## config.mk

```make
export PLATFORM = sky130hd
export DESIGN_NAME = hmerr_regs
export DESIGN_NICKNAME = d
export VERILOG_FILES = /design/src/rtl/hmerr_pkg.sv /design/src/rtl/hmerr_duty_bins.sv /design/src/rtl/hmerr_regs.sv /design/src/rtl/hmerr_sticky.sv
export SDC_FILE = /design/constraint.sdc
export NUM_CORES = 1
export LEC_CHECK = 0
export BUFFER_PORTS_ARGS = -buffer_cell sky130_fd_sc_hd__buf_2
export CORE_ASPECT_RATIO = 1.75
export CORE_UTILIZATION = 54
export CTS_CLUSTER_SIZE = 16
export DETAILED_ROUTE_END_ITERATION = 12
export GPL_TIMING_DRIVEN = 0
export PLACE_DENSITY = 0.95
export REMOVE_ABC_BUFFERS = 1
export SLEW_MARGIN = 10
export SYNTH_ARGS = -nofsm -noshare
export SYNTH_HDL_FRONTEND = slang
export SYNTH_SLANG_ARGS = --single-unit
```

## constraint.sdc

```tcl
create_clock -name clock -period 2.1 [get_ports clock]
set_input_delay 0.21 -clock clock [delete_from_list [all_inputs] [get_ports clock]]
set_output_delay 0.21 -clock clock [all_outputs]
set_load 0.1 [all_outputs]
```

## src/rtl/hmerr_pkg.sv

```systemverilog
// Purpose: Shared constants for the monitor error and temperature register slice.
// Assumes: Byte-wide register port driven by the serial host front end.
// Notes:   Offsets are the register addresses as seen by the host.
//
// What this block does
// Any nonzero throttle duty seen on the CPU2 throttle input sets status bit 0.
// Each measured duty below full sets exactly one bin bit among bits 1 to 5 by its range; full duty sets none.
// A throttle input active for the whole interval sets status bit 6.
// A duty above the programmed limit sets status bit 7.
// Only the over-limit bit feeds the host error flag.
// The throttle status register sits at 4Dh, is write-one-to-clear and resets to zero.
// A general pin driven low sets its low flag at 4Eh unless its mask bit is set.
// A fan tach count above its limit sets its fault bit at 4Fh; bits 7:4 read zero.
// Unfiltered zone 1 and 2 temperatures at 50h, 51h, 06h, 07h update by hardware.
// Temperatures at 52h and 53h take host writes or follow analog channels 11 and 15.
// Zone 1 and 2 temperature registers read 80h while their diode is faulty.
// Smoothed temperatures sit at 54h, 55h, 08h, 09h, read only, reset to zero.
// The smoothed values follow the spike smoothing control settings.
// Status bits stay set until the host writes a one to them.
// A set in the same cycle as a clear leaves the bit set.
package hmerr_pkg;
    localparam logic [7:0] ADDR_Z1B_RAW    = 8'h06;
    localparam logic [7:0] ADDR_Z2B_RAW    = 8'h07;
    localparam logic [7:0] ADDR_Z1B_SMOOTH = 8'h08;
    localparam logic [7:0] ADDR_Z2B_SMOOTH = 8'h09;
    localparam logic [7:0] ADDR_CPU2_THR   = 8'h4D;
    localparam logic [7:0] ADDR_GPIN_LOW   = 8'h4E;
    localparam logic [7:0] ADDR_FAN_FAULT  = 8'h4F;
    localparam logic [7:0] ADDR_Z1A_RAW    = 8'h50;
    localparam logic [7:0] ADDR_Z2A_RAW    = 8'h51;
    localparam logic [7:0] ADDR_INT_ZONE   = 8'h52;
    localparam logic [7:0] ADDR_EXT_ZONE   = 8'h53;
    localparam logic [7:0] ADDR_Z1A_SMOOTH = 8'h54;
    localparam logic [7:0] ADDR_Z2A_SMOOTH = 8'h55;
    localparam logic [7:0] RESET_VALUE     = 8'h00;
    localparam logic [7:0] DIODE_FAULT_VAL = 8'h80;
    localparam logic [7:0] FAN_FIELD_MASK  = 8'h0F;
    // Duty scale: 256 counts make a full interval
    localparam logic [8:0] DUTY_12P5       = 9'h020;
    localparam logic [8:0] DUTY_25         = 9'h040;
    localparam logic [8:0] DUTY_50         = 9'h080;
    localparam logic [8:0] DUTY_75         = 9'h0C0;
    localparam logic [8:0] DUTY_FULL       = 9'h100;
    localparam int         BIT_ANY         = 0;
    localparam int         BIT_FULL        = 6;
    localparam int         BIT_OVER        = 7;
endpackage

```

## src/rtl/hmerr_duty_bins.sv

```systemverilog
// Purpose: Turn one measured throttle duty into CPU2 status event bits.
// Assumes: dutyValid pulses once per monitoring interval.
// Notes:   Duty is in 1/256 steps; 256 means the input was active throughout.
`timescale 1ns/1ps
module hmerr_duty_bins (
    // Measurement
    input  wire logic       dutyValid,
    input  wire logic [8:0] duty,
    input  wire logic [7:0] dutyLimit,
    // Events
    output logic      [7:0] events
);
    // ----------------------------------------
    // Bin decode, exactly one bin per sample below full duty, none at full duty
    // ----------------------------------------
    always_comb begin
        events = 8'h00;
        if (dutyValid) begin
            events[hmerr_pkg::BIT_ANY] = (duty != 9'h000);
            if (duty < hmerr_pkg::DUTY_12P5) begin
                events[1] = 1'b1;
            end else if (duty < hmerr_pkg::DUTY_25) begin
                events[2] = 1'b1;
            end else if (duty < hmerr_pkg::DUTY_50) begin
                events[3] = 1'b1;
            end else if (duty < hmerr_pkg::DUTY_75) begin
                events[4] = 1'b1;
            end else if (duty < hmerr_pkg::DUTY_FULL) begin
                events[5] = 1'b1;
            end
            events[hmerr_pkg::BIT_FULL] = (duty >= hmerr_pkg::DUTY_FULL);
            events[hmerr_pkg::BIT_OVER] = (duty > {1'b0, dutyLimit});
        end
    end
endmodule

```

## src/rtl/hmerr_regs.sv

```systemverilog
// Purpose: Error status and temperature value registers of the monitor.
// Assumes: Host port is a byte address with one-cycle read and write strobes.
// Notes:   Read data is registered; it appears the cycle after the read strobe.
`timescale 1ns/1ps
module hmerr_regs #(
    parameter int NUM_FANS = 4,
    parameter int TACH_W   = 16
) (
    // Clock and reset
    input  wire logic                       clock,
    input  wire logic                       rst_b,
    // Host register port
    input  wire logic [7:0]                 regAddr,
    input  wire logic                       regWrite,
    input  wire logic                       regRead,
    input  wire logic [7:0]                 regWdata,
    output logic      [7:0]                 regRdata,
    // Throttle measurement
    input  wire logic                       dutyValid,
    input  wire logic [8:0]                 duty,
    input  wire logic [7:0]                 dutyLimit,
    // General pins and mask
    input  wire logic [7:0]                 general_pin,
    input  wire logic [7:0]                 gpinMask,
    // Fan tachometers
    input  wire logic [NUM_FANS*TACH_W-1:0] tachCount,
    input  wire logic [NUM_FANS*TACH_W-1:0] tachLimit,
    // Temperature measurements
    input  wire logic                       tempValid,
    input  wire logic [7:0]                 z1aTemp,
    input  wire logic [7:0]                 z2aTemp,
    input  wire logic [7:0]                 z1bTemp,
    input  wire logic [7:0]                 z2bTemp,
    input  wire logic [3:0]                 diodeFault,
    input  wire logic                       smoothValid,
    input  wire logic [7:0]                 z1aSmooth,
    input  wire logic [7:0]                 z2aSmooth,
    input  wire logic [7:0]                 z1bSmooth,
    input  wire logic [7:0]                 z2bSmooth,
    // Analog channel source for internal and external zones
    input  wire logic                       zonesFromAnalog,
    input  wire logic                       analogValid,
    input  wire logic [7:0]                 analog_channel_eleven,
    input  wire logic [7:0]                 analog_channel_fifteen,
    // Host error flag
    output logic                            cpu2_over_limit_flag
);
    // ----------------------------------------
    // Status register state
    // ----------------------------------------
    logic [7:0]          thrEvents;
    logic [7:0]          thrFlags;
    logic [7:0]          gpinFlags;
    logic [NUM_FANS-1:0] fanFlags;
    logic [NUM_FANS-1:0] fanEvents;
    logic [7:0]          gpinEvents;
    logic [7:0]          thrClear;
    logic [7:0]          gpinClear;
    logic [NUM_FANS-1:0] fanClear;
    logic [7:0]          z1aRaw_r;
    logic [7:0]          z2aRaw_r;
    logic [7:0]          z1bRaw_r;
    logic [7:0]          z2bRaw_r;
    logic [7:0]          z1aSm_r;
    logic [7:0]          z2aSm_r;
    logic [7:0]          z1bSm_r;
    logic [7:0]          z2bSm_r;
    logic [7:0]          intZone_r;
    logic [7:0]          extZone_r;
    logic [7:0]          rdata_nxt;
    logic [7:0]          fanByte;

    // Throttle duty classification
    hmerr_duty_bins uBins (
        .dutyValid (dutyValid),
        .duty      (duty),
        .dutyLimit (dutyLimit),
        .events    (thrEvents)
    );

    // ----------------------------------------
    // Write-one-to-clear decode
    // ----------------------------------------
    assign thrClear  = (regWrite && regAddr == hmerr_pkg::ADDR_CPU2_THR)
                       ? regWdata : 8'h00;
    assign gpinClear = (regWrite && regAddr == hmerr_pkg::ADDR_GPIN_LOW) ? regWdata : 8'h00;
    assign fanClear  = (regWrite && regAddr == hmerr_pkg::ADDR_FAN_FAULT)
                       ? regWdata[NUM_FANS-1:0] : '0;

    // Low pin sets its flag unless masked
    assign gpinEvents = ~general_pin & ~gpinMask;

    // Tach count above limit, one comparator per fan
    for (genvar f = 0; f < NUM_FANS; f++) begin : gFan
        assign fanEvents[f] = tachCount[f*TACH_W +: TACH_W]
                              > tachLimit[f*TACH_W +: TACH_W];
    end

    // Sticky banks
    hmerr_sticky #(.WIDTH(8)) uThr (
        .clock     (clock),
        .rst_b     (rst_b),
        .setBits   (thrEvents),
        .clearBits (thrClear),
        .flags     (thrFlags)
    );
    hmerr_sticky #(.WIDTH(8)) uGpin (
        .clock     (clock),
        .rst_b     (rst_b),
        .setBits   (gpinEvents),
        .clearBits (gpinClear),
        .flags     (gpinFlags)
    );
    hmerr_sticky #(.WIDTH(NUM_FANS)) uFan (
        .clock     (clock),
        .rst_b     (rst_b),
        .setBits   (fanEvents),
        .clearBits (fanClear),
        .flags     (fanFlags)
    );

    // ----------------------------------------
    // Host error flag
    // ----------------------------------------
    // Bins and the full-duty bit are informational only
    always_ff @(posedge clock or negedge rst_b) begin
        if (!rst_b) begin
            cpu2_over_limit_flag <= 1'b0;
        end else begin
            cpu2_over_limit_flag <= thrFlags[hmerr_pkg::BIT_OVER];
        end
    end

    // ----------------------------------------
    // Unfiltered zone temperatures
    // ----------------------------------------
    // A faulty diode forces the fault code instead of a stale reading
    always_ff @(posedge clock or negedge rst_b) begin
        if (!rst_b) begin
            z1aRaw_r <= hmerr_pkg::RESET_VALUE;
            z2aRaw_r <= hmerr_pkg::RESET_VALUE;
            z1bRaw_r <= hmerr_pkg::RESET_VALUE;
            z2bRaw_r <= hmerr_pkg::RESET_VALUE;
        end else if (tempValid) begin
            z1aRaw_r <= diodeFault[0] ? hmerr_pkg::DIODE_FAULT_VAL : z1aTemp;
            z2aRaw_r <= diodeFault[1] ? hmerr_pkg::DIODE_FAULT_VAL : z2aTemp;
            z1bRaw_r <= diodeFault[2] ? hmerr_pkg::DIODE_FAULT_VAL : z1bTemp;
            z2bRaw_r <= diodeFault[3] ? hmerr_pkg::DIODE_FAULT_VAL : z2bTemp;
        end
    end

    // ----------------------------------------
    // Smoothed zone temperatures
    // ----------------------------------------
    // Filter shaped by the smoothing control lives upstream; values land here
    always_ff @(posedge clock or negedge rst_b) begin
        if (!rst_b) begin
            z1aSm_r <= hmerr_pkg::RESET_VALUE;
            z2aSm_r <= hmerr_pkg::RESET_VALUE;
            z1bSm_r <= hmerr_pkg::RESET_VALUE;
            z2bSm_r <= hmerr_pkg::RESET_VALUE;
        end else if (smoothValid) begin
            z1aSm_r <= diodeFault[0] ? hmerr_pkg::DIODE_FAULT_VAL : z1aSmooth;
            z2aSm_r <= diodeFault[1] ? hmerr_pkg::DIODE_FAULT_VAL : z2aSmooth;
            z1bSm_r <= diodeFault[2] ? hmerr_pkg::DIODE_FAULT_VAL : z1bSmooth;
            z2bSm_r <= diodeFault[3] ? hmerr_pkg::DIODE_FAULT_VAL : z2bSmooth;
        end
    end

    // ----------------------------------------
    // Internal and external zones
    // ----------------------------------------
    // Analog source, when selected, overrides host writes
    always_ff @(posedge clock or negedge rst_b) begin
        if (!rst_b) begin
            intZone_r <= hmerr_pkg::RESET_VALUE;
            extZone_r <= hmerr_pkg::RESET_VALUE;
        end else if (zonesFromAnalog) begin
            if (analogValid) begin
                intZone_r <= analog_channel_eleven;
                extZone_r <= analog_channel_fifteen;
            end
        end else if (regWrite) begin
            if (regAddr == hmerr_pkg::ADDR_INT_ZONE) begin
                intZone_r <= regWdata;
            end
            if (regAddr == hmerr_pkg::ADDR_EXT_ZONE) begin
                extZone_r <= regWdata;
            end
        end
    end

    // ----------------------------------------
    // Read path
    // ----------------------------------------
    // Reserved fan bits 7:4 read zero
    always_comb begin
        fanByte = 8'h00;
        fanByte[NUM_FANS-1:0] = fanFlags;
        fanByte = fanByte & hmerr_pkg::FAN_FIELD_MASK;
    end

    // Unmapped addresses read zero
    always_comb begin
        case (regAddr)
            hmerr_pkg::ADDR_Z1B_RAW:    rdata_nxt = z1bRaw_r;
            hmerr_pkg::ADDR_Z2B_RAW:    rdata_nxt = z2bRaw_r;
            hmerr_pkg::ADDR_Z1B_SMOOTH: rdata_nxt = z1bSm_r;
            hmerr_pkg::ADDR_Z2B_SMOOTH: rdata_nxt = z2bSm_r;
            hmerr_pkg::ADDR_CPU2_THR:   rdata_nxt = thrFlags;
            hmerr_pkg::ADDR_GPIN_LOW:   rdata_nxt = gpinFlags;
            hmerr_pkg::ADDR_FAN_FAULT:  rdata_nxt = fanByte;
            hmerr_pkg::ADDR_Z1A_RAW:    rdata_nxt = z1aRaw_r;
            hmerr_pkg::ADDR_Z2A_RAW:    rdata_nxt = z2aRaw_r;
            hmerr_pkg::ADDR_INT_ZONE:   rdata_nxt = intZone_r;
            hmerr_pkg::ADDR_EXT_ZONE:   rdata_nxt = extZone_r;
            hmerr_pkg::ADDR_Z1A_SMOOTH: rdata_nxt = z1aSm_r;
            hmerr_pkg::ADDR_Z2A_SMOOTH: rdata_nxt = z2aSm_r;
            default:                    rdata_nxt = 8'h00;
        endcase
    end

    // Read data holds until the next read
    always_ff @(posedge clock or negedge rst_b) begin
        if (!rst_b) begin
            regRdata <= 8'h00;
        end else if (regRead) begin
            regRdata <= rdata_nxt;
        end
    end
endmodule

```

## src/rtl/hmerr_sticky.sv

```systemverilog
// Purpose: Bank of sticky write-one-to-clear status bits.
// Assumes: Set and clear are one-cycle qualified strobes.
// Notes:   Set beats clear so no event is dropped.
`timescale 1ns/1ps
module hmerr_sticky #(
    parameter int WIDTH = 8
) (
    // Clock and reset
    input  wire logic             clock,
    input  wire logic             rst_b,
    // Events and host clear
    input  wire logic [WIDTH-1:0] setBits,
    input  wire logic [WIDTH-1:0] clearBits,
    // State
    output logic      [WIDTH-1:0] flags
);
    // ----------------------------------------
    // Per-bit sticky flags
    // ----------------------------------------
    for (genvar i = 0; i < WIDTH; i++) begin : gBit
        // Set wins over a clear in the same cycle
        always_ff @(posedge clock or negedge rst_b) begin
            if (!rst_b) begin
                flags[i] <= 1'b0;
            end else if (setBits[i]) begin
                flags[i] <= 1'b1;
            end else if (clearBits[i]) begin
                flags[i] <= 1'b0;
            end
        end
    end
endmodule

```

==> metrics.md, run 1 <==
| Metric | Value |
|---|---|
| Fill cells | `between 1000 and 1500` |
| Avg WL per Cell | `between 15 and 20 um` |
| Worst slew pin tran | `about 1100 ps` |
| Outcome | `finished clean` |
| Async set-reset flop share out of synthesis | `between 90% and 100%` |
| Critical path class | `in -> reg` |
| R2r endpoint | `regRdata[4]` |
| Worst Skew | `about 7.4 ps` |
| First-pass GRT wire length | `around 35000 um` |
| WP data arrival | `approximately 2200 ps` |
| Fin cells | `about 1300` |
| PortBufs | `around 280` |
| GRT overflow | `0` |
| Die ar. | `14200 um2` |
| LEAKAGE | `roughly 0.0046 uW` |
| Sink Count | `~110` |
| H-tree levels | `3` |
| Die width | `~90 um` |
| Combinational fraction of design power | `roughly a fifth` |
| Final Hold Fails | `0` |
| Initial antenna violation count | `6` |
| RSZ-0062 raised after global routing | `false` |
| Vias/cell | `approximately 5.8` |
| Mapped cell area | `approximately 7400 um2` |
| Slew headroom | `around 30%` |
| Pwr/cell area | `around 550 nW/um2` |
| R2R depth | `5` |
| Sequential share of power | `approximately 46%` |
| Period utilisation layout | `93.2%` |
| Psw | `roughly 1500 uW` |
| Max IR drop VDD | `between 0.4 and 0.5 mV` |
| Setup crit end | `regRdata[5]` |
| GP Congestion | `roughly 0.9` |
| Top FF cell, synth | `dfrtp_1` |
| FF-to-FF Start | `z1aRaw_r[4]` |
| Fin crit period | `between 1500 and 2000 ps` |
| Post-CTS Setup Inserts | `0` |
| Setup violators final | `0` |
| HP Class | `in -> reg` |
| Vias after detailed routing | `between 7000 and 8000` |
| Initial DRC Count | `around 480` |
| Crit path capture type | `flop` |
| First-pass DRT Iterations | `5` |
| Commonest cells after routing, fill and taps aside | `buf_2 (276), inv_1 (134), dfrtp_1 (109)` |
| Final #Nets | `1429` |
| Cells on Worst Hold Path | `2` |
| Synth area leader | `dfrtp_1` |
| CTS tree | `yes` |
| Synthesized netlist cell count | `~830` |
| Die height | `between 150 and 200 um` |
| Syn_area_per_cell | `roughly 9 um2` |
| Remaining antenna violation count after routing | `0` |
| Post-synthesis cell type count | `between 60 and 70` |
| Core area | `approximately 13000 um2` |
| Clock share of power | `32.3%` |
| Io pins | `279` |
| Synth top area cells | `dfrtp_1 (37%), ha_1 (12%), inv_1 (6.8%)` |
| Share of layout cells above drive strength 1 | `28.8%` |
| Top cell type's share of synthesized area | `36.9%` |
| Clock root buffer | `clkbuf_16` |
| Cell Count Post-Placement | `approximately 1200` |
| Critical path launch point | `regAddr[1]` |
| Final wirelength | `around 23000 um` |
| GRT Util Overall | `a little under a third` |
| Cell Rows | `56` |
| Clk_lat worst skew | `roughly 350 ps` |
| Largest net degree at the start of global routing | `90` |
| Commonest non-fill, non-tap cell in the layout | `buf_2` |
| Residual DRC | `0` |
| Ys Warns | `0` |
| CTS buffer count | `9` |
| Fmax achieved | `a little over 500 MHz` |
| Maximum Capacitance Violations | `0` |
| Initial Utilization | `a little under three fifths` |
| Layout Utilization | `around two thirds` |
| Max Buffers Root-to-Sink | `2` |
| Clk slew on worst S/H paths | `around 70 ps` |
| #FFs+latches synth | `approximately 110` |
| Crit Path Max Fanout | `25` |
| Post-DP HPWL | `17800 um` |
| Number of flops mapped to enable cells by yosys | `0` |
| FF-to-FF setup slack | `roughly 480 ps` |
| Int Pwr | `~3600 uW` |
| Switching Share | `between 20% and 30%` |
| Worst EP required | `2300 ps` |
| Area delta synth->final | `24.2%` |
| Vias in the first global route | `7377` |
| Max-slew violation count | `0` |
| Crit path launch type | `input pin` |
| Register area share after synthesis | `a little under two fifths` |
==> worst max-delay path, cell delays in order <==
cell and delay (ps):
buf_2 450, inv_1 320, nand3_1 360, nand2_1 170
o31ai_4 480, a22oi_1 170
==> flip-flops by register name, summed over array words and instances (netlist names), 8 cells and up <==
| name | flops |
|---|---|
| extZone_r | 8 |
| intZone_r | 8 |
| regRdata | 8 |
| uGpin.flags | 8 |
| uThr.flags | 8 |
| z1aRaw_r | 8 |
| z1aSm_r | 8 |
| z1bRaw_r | 8 |
| z1bSm_r | 8 |
| z2aRaw_r | 8 |
| z2aSm_r | 8 |
| z2bRaw_r | 8 |
| z2bSm_r | 8 |
==> Yosys cell counts (5+ instances only) <==
cell,count
a21o_1,7
a21oi_1,68
a22o_1,7
a22oi_1,10
a32oi_1,5
buf_2,11
clkbuf_1,20
dfrtp_1,109
ha_1,72
inv_1,134
mux2i_1,14
nand2_1,40
nand2b_1,6
nand3_1,18
nand3b_1,56
nand4_1,19
nor2_1,44
nor2b_1,18
nor3_1,6
nor4_1,5
o21ai_0,70
o22ai_1,7
o2bb2ai_1,14
==> cells by family (layout without fill, tap and decap cells) <==
logic type	count (synthesis)	after routing	share of synthesized area, %
compound gates	230	230	20.0
buf+inv	172	430	9.18
flops	109	109	36.9
fa+ha+maj	72	72	12.2
mux	21	21	3.58
simple gates	230	230	18.1
other cells	0	6	0
==> worst min path at each step <==
stage                        start  slack, ps                    to
finish                 gpinMask[3]         20        uGpin.flags[3]
global route           gpinMask[3]         10        uGpin.flags[3]
CTS                    gpinMask[3]         20        uGpin.flags[3]
detailed placement           rst_b         70            z1bSm_r[6]
global placement    general_pin[0]        380        uGpin.flags[0]
floorplan                    rst_b        -90  cpu2_over_limit_flag
==> stage by stage <==
stage | hold slack [ps] | area, um2 | setup WS [ps] | power, uW | setup TNS [ps]
after detailed placement | 69.1 | 8850 | -443 | 3450 | -8160
final | 21.8 | 9170 | 143 | 5050 | 0
after CTS | 15.6 | 9150 | 33.7 | 5070 | 0
after global placement | 380 | 8820 | -445 | 3390 | -47520
after global routing | 12.6 | 9170 | 42.0 | 5310 | 0
after floorplan | -85.6 | 7210 | 560 | 2870 | 0
==> layer usage <==
metal | global-route usage, % | share of wire, % | routed length, um | vias up
li1 | - | - | - | 3460
met1 | 33.5 | 35 | 7890 | 3451
met2 | 57.3 | 51 | 11600 | 379
met3 | 4.91 | 6.4 | 1450 | 110
met4 | 23.6 | 7.5 | 1690 | 0
met5 | 0 | 0 | 0 | -
==> layout make-up <==
type | count | area, um2 | share of cell area, %
Antenna cell | 6 | 15.0 | 0.164
Tap cell | 174 | 218 | 2.37
Sequential cell | 109 | 2730 | 29.7
Inverter | 134 | 503 | 5.48
Timing Repair Buffer | 280 | 1440 | 15.7
Clock inverter | 7 | 60.1 | 0.655
Multi-Input combinational cell | 553 | 3990 | 43.5
Clock buffer | 9 | 225 | 2.45
==> timing repair <==
| action | 4_1_cts | 5_1_grt |
|---|---|---|
| hold buffers | 1 | 0 |
| gates cloned | 0 | 0 |
| endpoints found under the setup margin | 2 | 8 |
| hold endpoints to repair | 20 | 0 |
| resized for setup | 1 | 1 |
==> power by group through the flow <==
stage / logic [uW] / clock network, uW / registers, uW
after floorplan: 519 / 0 / 2350
after global placement: 1020 / 0 / 2370
after detailed placement: 1070 / 0 / 2380
after CTS: 1080 / 1650 / 2340
after global routing: 1210 / 1740 / 2360
final: 1080 / 1630 / 2340
Power figures use the tool's default switching activity.
==> run 2, diff against run 1 <==
BUFFER_PORTS_ARGS = -buffer_cell sky130_fd_sc_hd__buf_4   (was -buffer_cell sky130_fd_sc_hd__buf_2)
==> metrics.md, run 2 (same netlist as run 1, synthesis figures left out) <==
| Metric | Value |
|---|---|
| Die ar. | `between 10000 and 15000 um2` |
| Fill cells | `between 900 and 1000` |
| Avg WL per Cell | `approximately 19 um` |
| Fin crit period | `approximately 1900 ps` |
| HP Class | `in -> async` |
| Pwr/cell area | `~550 nW/um2` |
| Largest net degree at the start of global routing | `110` |
| Critical path class | `in -> reg` |
| # hold bufs at CTS | `0` |
| LEAKAGE | `~0.0048 uW` |
| R2R depth | `5` |
| Layout Utilization | `between 70% and 80%` |
| FF-to-FF setup slack | `around 430 ps` |
| Max IR drop VDD | `0.468 mV` |
| Critical path launch point | `regAddr[1]` |
| PortBufs | `between 200 and 300` |
| Hold Slack | `-44.3 ps` |
| Clock root buffer | `clkbuf_16` |
| Final Hold Fails | `18` |
| Period utilisation layout | `between 90% and 100%` |
| R2r endpoint | `regRdata[4]` |
| Initial antenna violation count | `0` |
| Die width | `roughly 90 um` |
| RSZ-0062 raised after global routing | `false` |
| GRT overflow | `0` |
| CTS resizes | `0` |
| Commonest cells after routing, fill and taps aside | `buf_4 (277), inv_1 (134), dfrtp_1 (109)` |
| Outcome | `complete, but fails checks` |
| H-tree levels | `3` |
| Die height | `about 160 um` |
| Diode count | `0` |
| Residual DRC | `0` |
| CTS buffer count | `9` |
| Maximum Capacitance Violations | `0` |
| Clk_lat worst skew | `around 350 ps` |
| Slew headroom | `about 34%` |
| Worst slew pin tran | `between 900 and 1000 ps` |
| Vias/cell | `around 6` |
| Final wirelength | `23900 um` |
| Max Buffers Root-to-Sink | `2` |
| First-pass GRT wire length | `37400 um` |
| Crit path capture type | `flop` |
| Worst EP required | `roughly 2300 ps` |
| Final setup margin | `194 ps` |
| Initial DRC Count | `between 400 and 500` |
| Remaining antenna violation count after routing | `0` |
| Worst slack at placement | `-140 ps` |
| Share of layout cells above drive strength 1 | `between 20% and 30%` |
| CTS tree | `yes` |
| Worst Skew | `just over 6 ps` |
| Core area | `around 13000 um2` |
| First-pass DRT Iterations | `5` |
| Vias in the first global route | `roughly 7700` |
| Post-DP HPWL | `18600 um` |
| Final #Nets | `~1400` |
| FF-to-FF Start | `z2aRaw_r[4]` |
| Vias after detailed routing | `about 7600` |
| GRT Util Overall | `34.0%` |
| Violated checks | `hold timing` |
| Io pins | `279` |
| Initial Utilization | `a little under three fifths` |
| Crit Path Max Fanout | `25` |
| Post-CTS Setup Inserts | `0` |
| Crit path launch type | `input pin` |
| Clk slew on worst S/H paths | `70 ps` |
| Max-slew violation count | `0` |
| Fmax achieved | `525 MHz` |
| GP Congestion | `roughly 0.88` |
| Area delta synth->final | `33.3%` |
| Sink Count | `between 100 and 150` |
| Cell Rows | `56` |
| Setup violators final | `0` |
| WP data arrival | `between 2000 and 2500 ps` |
| Commonest non-fill, non-tap cell in the layout | `buf_4` |
| Total Power | `5420 uW` |
[run 2: final cells by class]
class	count	area (um2)	area share (%)
sequential	109	2730	27.7
timing repair buffer	278	2090	21.2
clock buffer	11	243	2.47
inverter	134	503	5.11
clock inverter	5	83.8	0.852
tap	174	218	2.21
multi-input combinational	553	3980	40.4
[run 2: critical path: stages]
cell and delay [ps]:
buf_4 280, inv_1 260, nand3_1 340, nand2_1 130, o31ai_2 650, a22oi_1 200
[run 2: routing by layer]
layer / wire, um / GRT usage, % / up-vias
met5: 0 / 0 / -
met3: 1550 / 4.47 / 119
met4: 1880 / 26.0 / 0
li1: - / - / 3455
met1: 8080 / 35.4 / 3574
met2: 12400 / 61.5 / 422
[run 2: worst max-delay path by stage]
stage                  endpoint  slack (ps)  depth (start not counted)
finish              regRdata[5]         190                          6
global route        regRdata[5]          90                          6
CTS                 regRdata[5]         240                          6
detailed placement  regRdata[5]        -140                          6
global placement    regRdata[5]        -100                          6
floorplan           regRdata[7]         560                          5
[run 2: where the power goes]
part	internal, uW	leakage [uW]	switching, uW
Sequential	2250	0.00129	93.0
Combinational	631	0.00336	597
Clock	1080	0.000152	766
Total	3960	0.00480	1460
[run 2: through the flow]
stage / instance area, um2 / setup TNS [ps] / std cells
final: 9840 / 0 / 1264
after global routing: 9840 / 0 / 1264
after CTS: 9840 / 0 / 1264
after detailed placement: 9520 / -693 / 1248
after global placement: 9510 / -526 / 1248
after floorplan: 7210 / 0 / 796
